### src/pag_pkg.sv
// pag_pkg: constants shared by the port 5 address/gpio block
// assumes a 32-bit axi4-lite register bus and an 8-bit port
package pag_pkg;
   // register indices; byte address is four times the index
   localparam logic [17:0] IDX_DIR  = 18'h0ff88;
   localparam logic [17:0] IDX_DATA = 18'h0ff8a;
   localparam int          IDX_LSB  = 2;
   localparam int          AW       = 20;
   // reset values and fixed read values
   localparam logic [7:0]  DIR_RST  = 8'h00;
   localparam logic [7:0]  DATA_RST = 8'h00;
   localparam logic [7:0]  DIR_RD   = 8'hff;
   localparam logic [7:0]  ALL_ONE  = 8'hff;
   // chip operating mode codes
   localparam logic [2:0]  MODE_1   = 3'h1;
   localparam logic [2:0]  MODE_2   = 3'h2;
   localparam logic [2:0]  MODE_3   = 3'h3;
   localparam logic [2:0]  MODE_4   = 3'h4;
   // bus responses
   localparam logic [1:0]  RESP_OK  = 2'h0;
   localparam logic [1:0]  RESP_ERR = 2'h2;
endpackage

### src/pag_reg_if.sv
// pag_reg_if: register access strobes between bus slave and port core
// assumes one clock; rdata and hits are combinational from the core
`timescale 1ns/1ps
`default_nettype none
interface pag_reg_if;
   logic        wr_en;
   logic [17:0] wr_idx;
   logic [7:0]  wdata;
   logic        wr_hit;
   logic        rd_en;
   logic [17:0] rd_idx;
   logic [7:0]  rdata;
   logic        rd_hit;
   modport bus_side (output wr_en, wr_idx, wdata, rd_en, rd_idx,
                     input wr_hit, rdata, rd_hit);
   modport core_side (input wr_en, wr_idx, wdata, rd_en, rd_idx,
                      output wr_hit, rdata, rd_hit);
endinterface
`default_nettype wire

### src/pag_sync.sv
// pag_sync: two flip-flop synchroniser for levels from outside
// assumes the inputs are quasi-static or may be sampled late
`timescale 1ns/1ps
`default_nettype none
module pag_sync #(
   parameter int W = 8
) (
   // clock and reset
   input  wire logic         clk_sys,
   input  wire logic         rst_b,
   // level in and synchronised level out
   input  wire logic [W-1:0] d_in,
   output var  logic [W-1:0] q_out
);
   logic [W-1:0] meta_r;

   // first stage feeds only the second
   always_ff @(posedge clk_sys or negedge rst_b)
   begin
      if (!rst_b)
      begin
         meta_r <= '0;
         q_out  <= '0;
      end
      else
      begin
         meta_r <= d_in;
         q_out  <= meta_r;
      end
   end
endmodule
`default_nettype wire

### src/pag_axil.sv
// pag_axil: axi4-lite slave turning bus cycles into register strobes
// assumes one write and one read in flight; core decodes the index
`timescale 1ns/1ps
`default_nettype none
module pag_axil (
   // clock and reset
   input  wire logic                 clk_sys,
   input  wire logic                 rst_b,
   // write channels
   input  wire logic [pag_pkg::AW-1:0] awaddr,
   input  wire logic                 awvalid,
   output var  logic                 awready,
   input  wire logic [31:0]          wdata,
   input  wire logic [3:0]           wstrb,
   input  wire logic                 wvalid,
   output var  logic                 wready,
   output var  logic [1:0]           bresp,
   output var  logic                 bvalid,
   input  wire logic                 bready,
   // read channels
   input  wire logic [pag_pkg::AW-1:0] araddr,
   input  wire logic                 arvalid,
   output var  logic                 arready,
   output var  logic [31:0]          rdata,
   output var  logic [1:0]           rresp,
   output var  logic                 rvalid,
   input  wire logic                 rready,
   // register strobes to the core
   pag_reg_if.bus_side               rg
);
   logic        aw_got_r;
   logic        w_got_r;
   logic        lane0_r;
   logic        rd_pend_r;
   logic        commit;

   // commit once address and data are both held
   assign commit    = aw_got_r && w_got_r && !bvalid;
   assign rg.wr_en  = commit && lane0_r;
   assign rg.rd_en  = rd_pend_r;

   // write address and data, taken in either order
   always_ff @(posedge clk_sys or negedge rst_b)
   begin
      if (!rst_b)
      begin
         aw_got_r  <= 1'b0;
         w_got_r   <= 1'b0;
         lane0_r   <= 1'b0;
         awready   <= 1'b0;
         wready    <= 1'b0;
         rg.wr_idx <= '0;
         rg.wdata  <= '0;
      end
      else
      begin
         awready <= !aw_got_r && !(awvalid && awready) && !commit && !bvalid;
         wready  <= !w_got_r && !(wvalid && wready) && !commit && !bvalid;
         if (awvalid && awready)
         begin
            aw_got_r  <= 1'b1;
            rg.wr_idx <= awaddr[pag_pkg::AW-1:pag_pkg::IDX_LSB];
         end
         else if (commit)
            aw_got_r <= 1'b0;
         if (wvalid && wready)
         begin
            w_got_r  <= 1'b1;
            lane0_r  <= wstrb[0];
            rg.wdata <= wdata[7:0];
         end
         else if (commit)
            w_got_r <= 1'b0;
      end
   end

   // write response; unmapped index answers with an error
   always_ff @(posedge clk_sys or negedge rst_b)
   begin
      if (!rst_b)
      begin
         bvalid <= 1'b0;
         bresp  <= pag_pkg::RESP_OK;
      end
      else if (commit)
      begin
         bvalid <= 1'b1;
         bresp  <= rg.wr_hit ? pag_pkg::RESP_OK : pag_pkg::RESP_ERR;
      end
      else if (bready)
         bvalid <= 1'b0;
   end

   // read: address taken, core sampled next cycle, data registered
   always_ff @(posedge clk_sys or negedge rst_b)
   begin
      if (!rst_b)
      begin
         arready   <= 1'b0;
         rd_pend_r <= 1'b0;
         rvalid    <= 1'b0;
         rdata     <= '0;
         rresp     <= pag_pkg::RESP_OK;
         rg.rd_idx <= '0;
      end
      else
      begin
         arready <= !rd_pend_r && !(arvalid && arready) && !rvalid;
         if (arvalid && arready)
         begin
            rd_pend_r <= 1'b1;
            rg.rd_idx <= araddr[pag_pkg::AW-1:pag_pkg::IDX_LSB];
         end
         else
            rd_pend_r <= 1'b0;
         if (rd_pend_r)
         begin
            rvalid <= 1'b1;
            rdata  <= rg.rd_hit ? {24'h000000, rg.rdata} : 32'h00000000;
            rresp  <= rg.rd_hit ? pag_pkg::RESP_OK : pag_pkg::RESP_ERR;
         end
         else if (rready)
            rvalid <= 1'b0;
      end
   end
endmodule
`default_nettype wire

### src/pag_gpio_top.sv
// pag_gpio_top: 8-bit port acting as upper address byte or gpio
// How it works
// - modes 1 and 3 force direction all ones and drive address byte
// - modes 2 and 4 output address bit where direction one, else input
// - mode 7 drives data latch where direction one, else input
// - direction register is write-only and reads back all ones
// - reset and hardware standby clear direction to zero
// - software standby leaves direction untouched, outputs keep driving
// - reset and hardware standby clear data latch to zero
// - data read returns latch for outputs, pin level for inputs
// - in modes 2, 4, 7 pull-up on when direction zero and latch one
// - pull-ups off in reset, hardware standby, and modes 1 and 3
// - pull-up control stays active through software standby
// - data register holds one bit per pin, bit n is pin n
// assumes mode and standby pins are static or slow; addr_hi is on clk_sys
//
// Implementation choice: the AXI4-Lite register port.
`timescale 1ns/1ps
`default_nettype none
module pag_gpio_top (
   // clock and reset
   input  wire logic                   clk_sys,
   input  wire logic                   rst_b,
   // chip mode and standby straps
   input  wire logic [2:0]             mode_pin,
   input  wire logic                   hw_stby_pin,
   // upper address byte from the bus controller
   input  wire logic [7:0]             addr_hi,
   // port pins: level in, drive value, drive enable, pull-up
   input  wire logic [7:0]             port_pin_in,
   output var  logic [7:0]             port_pin_out,
   output var  logic [7:0]             port_pin_oe,
   output var  logic [7:0]             port_pullup_en,
   // axi4-lite write channels
   input  wire logic [pag_pkg::AW-1:0] s_axi_awaddr,
   input  wire logic                   s_axi_awvalid,
   output var  logic                   s_axi_awready,
   input  wire logic [31:0]            s_axi_wdata,
   input  wire logic [3:0]             s_axi_wstrb,
   input  wire logic                   s_axi_wvalid,
   output var  logic                   s_axi_wready,
   output var  logic [1:0]             s_axi_bresp,
   output var  logic                   s_axi_bvalid,
   input  wire logic                   s_axi_bready,
   // axi4-lite read channels
   input  wire logic [pag_pkg::AW-1:0] s_axi_araddr,
   input  wire logic                   s_axi_arvalid,
   output var  logic                   s_axi_arready,
   output var  logic [31:0]            s_axi_rdata,
   output var  logic [1:0]             s_axi_rresp,
   output var  logic                   s_axi_rvalid,
   input  wire logic                   s_axi_rready
);
   logic [7:0] ddr_r;
   logic [7:0] dr_r;
   logic [7:0] pin_s;
   logic [2:0] mode_s;
   logic       hw_stby_s;
   logic       mode_ext;
   logic       mode_sel;
   logic       dir_wr;
   logic       data_wr;

   pag_reg_if rg ();

   // pins from outside pass two flip-flops before anything reads them
   pag_sync #(.W(8)) u_pin_sync (
      .clk_sys (clk_sys),
      .rst_b   (rst_b),
      .d_in    (port_pin_in),
      .q_out   (pin_s)
   );

   // mode straps and hardware standby, synchronised together
   pag_sync #(.W(4)) u_ctl_sync (
      .clk_sys (clk_sys),
      .rst_b   (rst_b),
      .d_in    ({hw_stby_pin, mode_pin}),
      .q_out   ({hw_stby_s, mode_s})
   );

   // bus slave producing one-cycle register strobes
   pag_axil u_axil (
      .clk_sys (clk_sys),
      .rst_b   (rst_b),
      .awaddr  (s_axi_awaddr),
      .awvalid (s_axi_awvalid),
      .awready (s_axi_awready),
      .wdata   (s_axi_wdata),
      .wstrb   (s_axi_wstrb),
      .wvalid  (s_axi_wvalid),
      .wready  (s_axi_wready),
      .bresp   (s_axi_bresp),
      .bvalid  (s_axi_bvalid),
      .bready  (s_axi_bready),
      .araddr  (s_axi_araddr),
      .arvalid (s_axi_arvalid),
      .arready (s_axi_arready),
      .rdata   (s_axi_rdata),
      .rresp   (s_axi_rresp),
      .rvalid  (s_axi_rvalid),
      .rready  (s_axi_rready),
      .rg      (rg.bus_side)
   );

   // mode decode
   // modes 1/3 own the pins for address, 2/4 share them; all else is gpio
   assign mode_ext = (mode_s == pag_pkg::MODE_1) || (mode_s == pag_pkg::MODE_3);
   assign mode_sel = (mode_s == pag_pkg::MODE_2) || (mode_s == pag_pkg::MODE_4);

   // register decode; strobes from the slave last one cycle
   assign dir_wr  = rg.wr_en && (rg.wr_idx == pag_pkg::IDX_DIR);
   assign data_wr = rg.wr_en && (rg.wr_idx == pag_pkg::IDX_DATA);
   assign rg.wr_hit = (rg.wr_idx == pag_pkg::IDX_DIR) ||
                      (rg.wr_idx == pag_pkg::IDX_DATA);
   assign rg.rd_hit = (rg.rd_idx == pag_pkg::IDX_DIR) ||
                      (rg.rd_idx == pag_pkg::IDX_DATA);

   // read mux
   always_comb
   begin
      rg.rdata = 8'h00;
      if (rg.rd_idx == pag_pkg::IDX_DIR)
         rg.rdata = pag_pkg::DIR_RD;
      else if (rg.rd_idx == pag_pkg::IDX_DATA)
         rg.rdata = (dr_r & ddr_r) | (pin_s & ~ddr_r);
   end

   // direction register
   // hardware standby wins over a write in the same cycle
   always_ff @(posedge clk_sys or negedge rst_b)
   begin
      if (!rst_b)
         ddr_r <= pag_pkg::DIR_RST;
      else if (hw_stby_s)
         ddr_r <= pag_pkg::DIR_RST;
      else if (mode_ext)
         ddr_r <= pag_pkg::ALL_ONE;
      else if (dir_wr)
         ddr_r <= rg.wdata;
   end

   // data latch, one bit per pin
   always_ff @(posedge clk_sys or negedge rst_b)
   begin
      if (!rst_b)
         dr_r <= pag_pkg::DATA_RST;
      else if (hw_stby_s)
         dr_r <= pag_pkg::DATA_RST;
      else if (data_wr)
         dr_r <= rg.wdata;
   end

   // pin drive, registered so the pins never glitch on mode decode
   always_ff @(posedge clk_sys or negedge rst_b)
   begin
      if (!rst_b)
      begin
         port_pin_out <= 8'h00;
         port_pin_oe  <= 8'h00;
      end
      else if (hw_stby_s)
      begin
         // standby floats the port; nothing is driven
         port_pin_out <= 8'h00;
         port_pin_oe  <= 8'h00;
      end
      else if (mode_ext)
      begin
         port_pin_out <= addr_hi;
         port_pin_oe  <= pag_pkg::ALL_ONE;
      end
      // address lines stay off until software sets direction
      else if (mode_sel)
      begin
         port_pin_out <= addr_hi;
         port_pin_oe  <= ddr_r;
      end
      else
      begin
         port_pin_out <= dr_r;
         port_pin_oe  <= ddr_r;
      end
   end

   // pull-up control
   // a read-modify-write of the data register can flip pull-ups on inputs
   always_ff @(posedge clk_sys or negedge rst_b)
   begin
      // off in reset, standby and modes 1/3
      if (!rst_b)
         port_pullup_en <= 8'h00;
      else if (hw_stby_s || mode_ext)
         port_pullup_en <= 8'h00;
      else
         port_pullup_en <= ~ddr_r & dr_r;
   end
endmodule
`default_nettype wire

### config.mk
export PLATFORM = sky130hd
export DESIGN_NAME = pag_gpio_top
export DESIGN_NICKNAME = d
export VERILOG_FILES = /design/src/pag_pkg.sv /design/src/pag_reg_if.sv /design/src/pag_sync.sv /design/src/pag_axil.sv /design/src/pag_gpio_top.sv
export SDC_FILE = /design/constraint.sdc
export NUM_CORES = 1
export LEC_CHECK = 0
export ABC_AREA = 1
export BUFFER_PORTS_ARGS = -buffer_cell sky130_fd_sc_hd__buf_2
export CAP_MARGIN = 20
export CELL_PAD_IN_SITES_DETAIL_PLACEMENT = 0
export CELL_PAD_IN_SITES_GLOBAL_PLACEMENT = 1
export CORE_MARGIN = 5
export CORE_UTILIZATION = 39
export CTS_BUF_LIST = sky130_fd_sc_hd__clkbuf_8
export DETAILED_ROUTE_END_ITERATION = 10
export GPL_TIMING_DRIVEN = 0
export PLACE_DENSITY_LB_ADDON = 0.1
export SYNTH_ARGS = -nofsm -noshare
export SYNTH_HDL_FRONTEND = slang
export SYNTH_SLANG_ARGS = --single-unit
### constraint.sdc
create_clock -name clk_sys -period 1.49 [get_ports clk_sys]
set_input_delay 0.298 -clock clk_sys [delete_from_list [all_inputs] [get_ports clk_sys]]
set_output_delay 0.298 -clock clk_sys [all_outputs]
set_load 0.01 [all_outputs]
; ---- Word level (Yosys, flattened, before mapping)
; Index checks and enable logic that the tools add are counted.
[op_classes]
n_bitwise = 5
n_eq_ne = 8
mux = 24
n_reduce_logical = 36
[ops]
columns = op, n
row1 = 8-bit two-way mux, 14
row2 = "18-bit by 16-bit == test with 1-bit output, second input constant", 4
row3 = 8-bit AND, 3
row4 = 1-bit logical AND, 16
row5 = 2-bit nonzero test, 5
row6 = 1-bit zero test, 9
row7 = 1-bit two-way mux, 8
row8 = 8-bit NOT, 1
row9 = 8-bit bitwise OR, 1
row10 = "3-bit by 2-bit == test with 1-bit output, second input constant", 2
row11 = 1-bit logical OR, 5
row12 = 2-bit two-way mux, 2
row13 = "3-bit by 1-bit == test with 1-bit output, second input constant", 1
row14 = "3-bit == test, second input constant", 1
row15 = 3-bit nonzero test, 1
[totals]
word_cells = 97
output_inout_bits = 65
ff_bits = 153

; ---- Longest topological paths before layout
[logic_depth]
depth_word = 7
ltp_mapped = 8
ltp_nobuf = 8

; ---- Hierarchy
; A second synthesis with hierarchy kept.
[hier_totals]
hier_cells = 562
hier_area_um2 = 5207.5
[modules_own_cells]
columns = module, area_per_inst_um2, seq_area_each_um2, n_inst, cells_per_inst
row1 = pag_axil, 2658.8, 1576.5, 1, 295
row2 = pag_gpio_top, 1948.1, 1001.0, 1, 243
row3 = pag_sync at u_pin_sync, 400.4, 400.4, 1, 16
row4 = pag_sync at u_ctl_sync, 200.2, 200.2, 1, 8

; ---- Worst setup path before layout
; OpenSTA, ideal clock, no wires.
[synth_timing]
kind = flip-flop to flip-flop
from = reg u_axil.bvalid
to = reg dr_r[5]
setup_slack_ns = 0.191
stages_incl_launch_ff = 8
t_required_ns = 1.373
setup_ns = 0.117
arrival_time_ns = 1.182
cell_sequence = dfrtp_1 inv_2 nand4_1 nor3_4 nand2_4 buf_6 nand2_2 o21ai_2
[synth_between]
elab_chain_len = 5
[synth_rtl]
columns = element, line_no
row1 = "start, declared", pag_axil.sv:18  ; output var logic bvalid,
row2 = "start signal, assigned", pag_axil.sv:82  ; bvalid <= 1'b0;
row3 = "start signal, assigned", pag_axil.sv:87  ; bvalid <= 1'b1;
row4 = "start signal, assigned", pag_axil.sv:91  ; bvalid <= 1'b0;
row5 = 1-bit zero test, pag_axil.sv:38  ; assign commit = aw_got_r && w_got_r && !bvalid;
row6 = 1-bit logical AND, pag_axil.sv:38
row7 = 1-bit logical AND, pag_axil.sv:39  ; assign rg.wr_en = commit && lane0_r;
row8 = 1-bit logical AND, pag_gpio_top.sv:113  ; assign data_wr = rg.wr_en && (rg.wr_idx == pag_pkg::IDX_DATA);
row9 = 2-bit nonzero test (no line), -
row10 = "end signal, assigned", pag_gpio_top.sv:147  ; dr_r <= pag_pkg::DATA_RST;
row11 = "end signal, assigned", pag_gpio_top.sv:149  ; dr_r <= pag_pkg::DATA_RST;
row12 = "end signal, assigned", pag_gpio_top.sv:151  ; dr_r <= rg.wdata;
row13 = "end, declared", pag_gpio_top.sv:55  ; logic [7:0] dr_r;
; No other way between the ends.
; A chain may end at the register's enable or synchronous reset.

; ---- Final worst setup path
[layout_timing]
from = reg u_axil.awready
to = reg u_axil.rg.wr_idx[17]
[layout_between]
elab_chain_len = 1
[layout_rtl]
columns = element, line_no
row1 = "start, declared", pag_axil.sv:12  ; output var logic awready,
row2 = "start signal, assigned", pag_axil.sv:57  ; awready <= !aw_got_r && !(awvalid && awready) && !commit && !bvalid;
row3 = 1-bit logical AND, pag_axil.sv:59  ; if (awvalid && awready)
row4 = "end signal, assigned", pag_axil.sv:62  ; rg.wr_idx <= awaddr[pag_pkg::AW-1:pag_pkg::IDX_LSB];
row5 = "end, declared", pag_reg_if.sv:14  ; modport bus_side (output wr_en, wr_idx, wdata, rd_en, rd_idx,
; No other way between the ends.

==> flow_summary.yaml <==
run_status:
  outcome: "finished clean"
placement:
  portBuffers: 110
  hpwl_um: 8000
  place.gp.congestion: 0.768
layout:
  nets: 791
  seq_area_um2: 3180
  drive_gt1_share_pct: 30.7
  reg_top3: "u_axil.rg.rd_idx (18), u_axil.rg.wr_idx (18)"
  fill_cells: 1264
  finish.utilization_pct: 51.2
  multi_input_area_um2: 1590
  antenna_cells: 0
  area_growth_pct: 27.5
critical_path:
  r2r_cells: 3
  path_max_fanout: 10
  cp-end-kind: "flip-flop"
  reg2reg_from: "u_axil.awready$_DFF_PN0_"
  cpPeakStageDelay_ps: 390
  slowest_stage: "dfrtp_1"
  path_class: "flip-flop to flip-flop"
  cp_cell_sequence: "nand2_1 -> buf_2 -> mux2_2"
  rrSetupSlack_ps: 130
  worstSetupStartpointType: "flip-flop"
  required_ps: 1800
  r2r-end: "u_axil.rg.wr_idx[17]$_DFFE_PN0P_"
  arrival_ps: 1670
logic_synthesis:
  ys_dominant_reg_cell: "dfrtp_1"
  syn_area_um2: 5110
  ys_seq_area_share_pct: 62.2
  synth_seq_cells: 127
  syn_inst: 517
  synth_edf_count: 0
  syn_area_per_cell_um2: 9.88
  ys_warn_count: 0
  synth.distinct_cells: 23
  ys_async_sr_fraction_pct: 100
  yosys.area.top_type_share_pct: 62.2
  synth.largest_area_cell: "dfrtp_1"
  synthTopCellsByArea: "dfrtp_1 (62%), nand2_1 (7.4%), nor2_1 (5.5%)"
clocking:
  clk_transition_reported_paths_ps: 70
  cts_tree: "yes"
  cts.root.buffer_cell: "clkbuf_8"
  clk_latency_ps: 430
  numClockSinks: 127
  cts_buffers: 17
  h-tree-depth: 4
  cts_buffer_depth: 2
floorplanning:
  chipHeight_um: 124
  die-area_um2: 15500
  core_area_um2: 12700
  boundaryPins: 168
  start_util_pct: 40.1
  fp.dieW_um: 124
  fp-row-count: 41
grt:
  grt_pass1_vias: 3866
  grt_max_degree: 84
  antenna_found_initial: 0
  overflow: 0
  grt_pass1_wl_um: 19000
  grt.total_usage_pct: 15.2
pwr:
  seqPwrFrac_pct: 49.5
  p_leak_nw: 3.45
  irDropWorstVdd_uv: 872
  swShare_pct: 31.2
  p_comb_share_pct: 24.0
  power_density_nw_per_um2: 1500
  intPower_mw: 6.73
  p_clk_share_pct: 26.5
  p_sw_mw: 3.05
drt:
  drt_pass1_iterations: 4
  vias_per_cell: 4.35
  drt_iter0_markers: 220
  ant_nets: 0
  drc: 0
  totalWireLength_um: 11100
  wl_per_cell_um: 12.8
  vias: 3792
sta:
  clock-skew-final_ps: 7.68
  slew_headroom_pct: 65.1
  rsz0062_at_grt: "no"
  fin_crit_sh_pct: 91.3
  setup_violations: 0
  worst_slew_pin_slew_ps: 524
  maxSlewViolCount: 0
  setup_tns_ps: 0
  timing.fmax_ghz: 0.735
  period_needed_ps: 1360
  finalHoldViolations: 0
  holdWs_ps: 59.5
worst_hold_path:
  worstHoldEndpoint: "u_axil.bvalid$_DFFE_PN0P_"
  min_from: "s_axi_bready"
  whs_path_depth: 2
  min_path_type: "primary input to flip-flop"
run:
  drv_cap: 0
logic make-up after synthesis:
group | share of synthesized area, %
AOI/OAI and AO/OA | 7.25
buffers and inverters | 8.60
DFF | 62.2
muxes | 3.31
other | 0.0734
and+or+nand+nor | 18.5
critical path: cells and delay by family, from the launching register on:
| family | cells | cell delay [ps] |
|---|---|---|
| simple gates | 1 | 200 |
| flops | 1 | 390 |
| buf+inv | 1 | 300 |
| mux | 1 | 370 |
worst max path at each step:
stage / startpoint / end / slack [ps] / depth (start not counted)
after global routing: u_axil.rg.rd_idx[6]$_DFFE_PN0P_ / u_axil.rdata[7]$_DFFE_PN0P_ / 20 / 7
after detailed placement: s_axi_wvalid / u_axil.w_got_r$_DFFE_PN0P_ / 20 / 4
after global placement: rst_b / port_pin_out[6]$_DFF_PN0_ / -1550 / 1
after floorplan: u_axil.bvalid$_DFFE_PN0P_ / dr_r[5]$_DFFE_PN0P_ / 190 / 7
after CTS: u_axil.wready$_DFF_PN0_ / u_axil.w_got_r$_DFFE_PN0P_ / 40 / 3
final: u_axil.awready$_DFF_PN0_ / u_axil.rg.wr_idx[17]$_DFFE_PN0P_ / 130 / 3
metal layers:
layer | wire length (um) | vias to the layer above | GRT usage [%]
li1 | - | 1918 | -
met1 | 4990 | 1750 | 19.9
met3 | 689 | 14 | 5.06
met2 | 5300 | 110 | 23.6
met5 | 0 | - | 0
met4 | 142 | 0 | 5.22
cell type report:
cell class                 instances  area share, %
inverter                          49           2.86
sequential                       127           48.8
tap                              172           3.31
buffer                            39           3.98
timing repair buffer             127           11.3
clock inverter                    12           1.23
multi-input combinational        327           24.5
clock buffer                      19           4.02
metrics by stage:
| stage | cells | setup slack, ps | total power [mW] | instance area (um2) |
|---|---|---|---|---|
| global placement | 824 | -1550 | 7.15 | 5970 |
| floorplan | 542 | 191 | 6.40 | 5200 |
| detailed placement | 825 | 16.1 | 7.25 | 6000 |
| global route | 872 | 20.9 | 10.5 | 6510 |
| CTS | 869 | 44.9 | 9.91 | 6470 |
| finish | 872 | 129 | 9.78 | 6510 |
synthesized netlist by cell type (3+ instances only):
cell type / number
a21oi_1: 29
buf_2: 3
buf_4: 26
clkbuf_1: 9
dfrtp_1: 127
inv_1: 46
inv_2: 3
mux2_2: 15
nand2_1: 100
nand2_2: 6
nand2_4: 3
nand3_1: 17
nor2_1: 75
nor3_1: 16
o21a_1: 8
o21ai_0: 19
o21ai_2: 8
cell usage in the layout, fill, tap and decap left out, types with 16 or more instances in the layout:
cell / instances
a21oi_1: 29
buf_2: 112
buf_4: 29
clkbuf_8: 19
conb_1: 26
dfrtp_1: 127
inv_1: 50
nand2_1: 99
nand3_1: 16
nor2_1: 74
nor3_1: 16
o21ai_0: 19
repair_timing:
item                                    4_1_cts  5_1_grt
hold buffers                                 13        0
setup buffers                                 0        3
resized for setup                             0       10
endpoints found under the hold margin        56        0
endpoints found under the setup margin        0       23
power groups by stage:
stage	Clock, mW	Sequential (mW)	Combinational (mW)
floorplan	0	4.91	1.49
global placement	0	4.86	2.29
detailed placement	0	4.90	2.35
CTS	2.68	4.84	2.39
global route	2.82	4.97	2.70
finish	2.59	4.84	2.34
(Power assumes the default switching activity.)
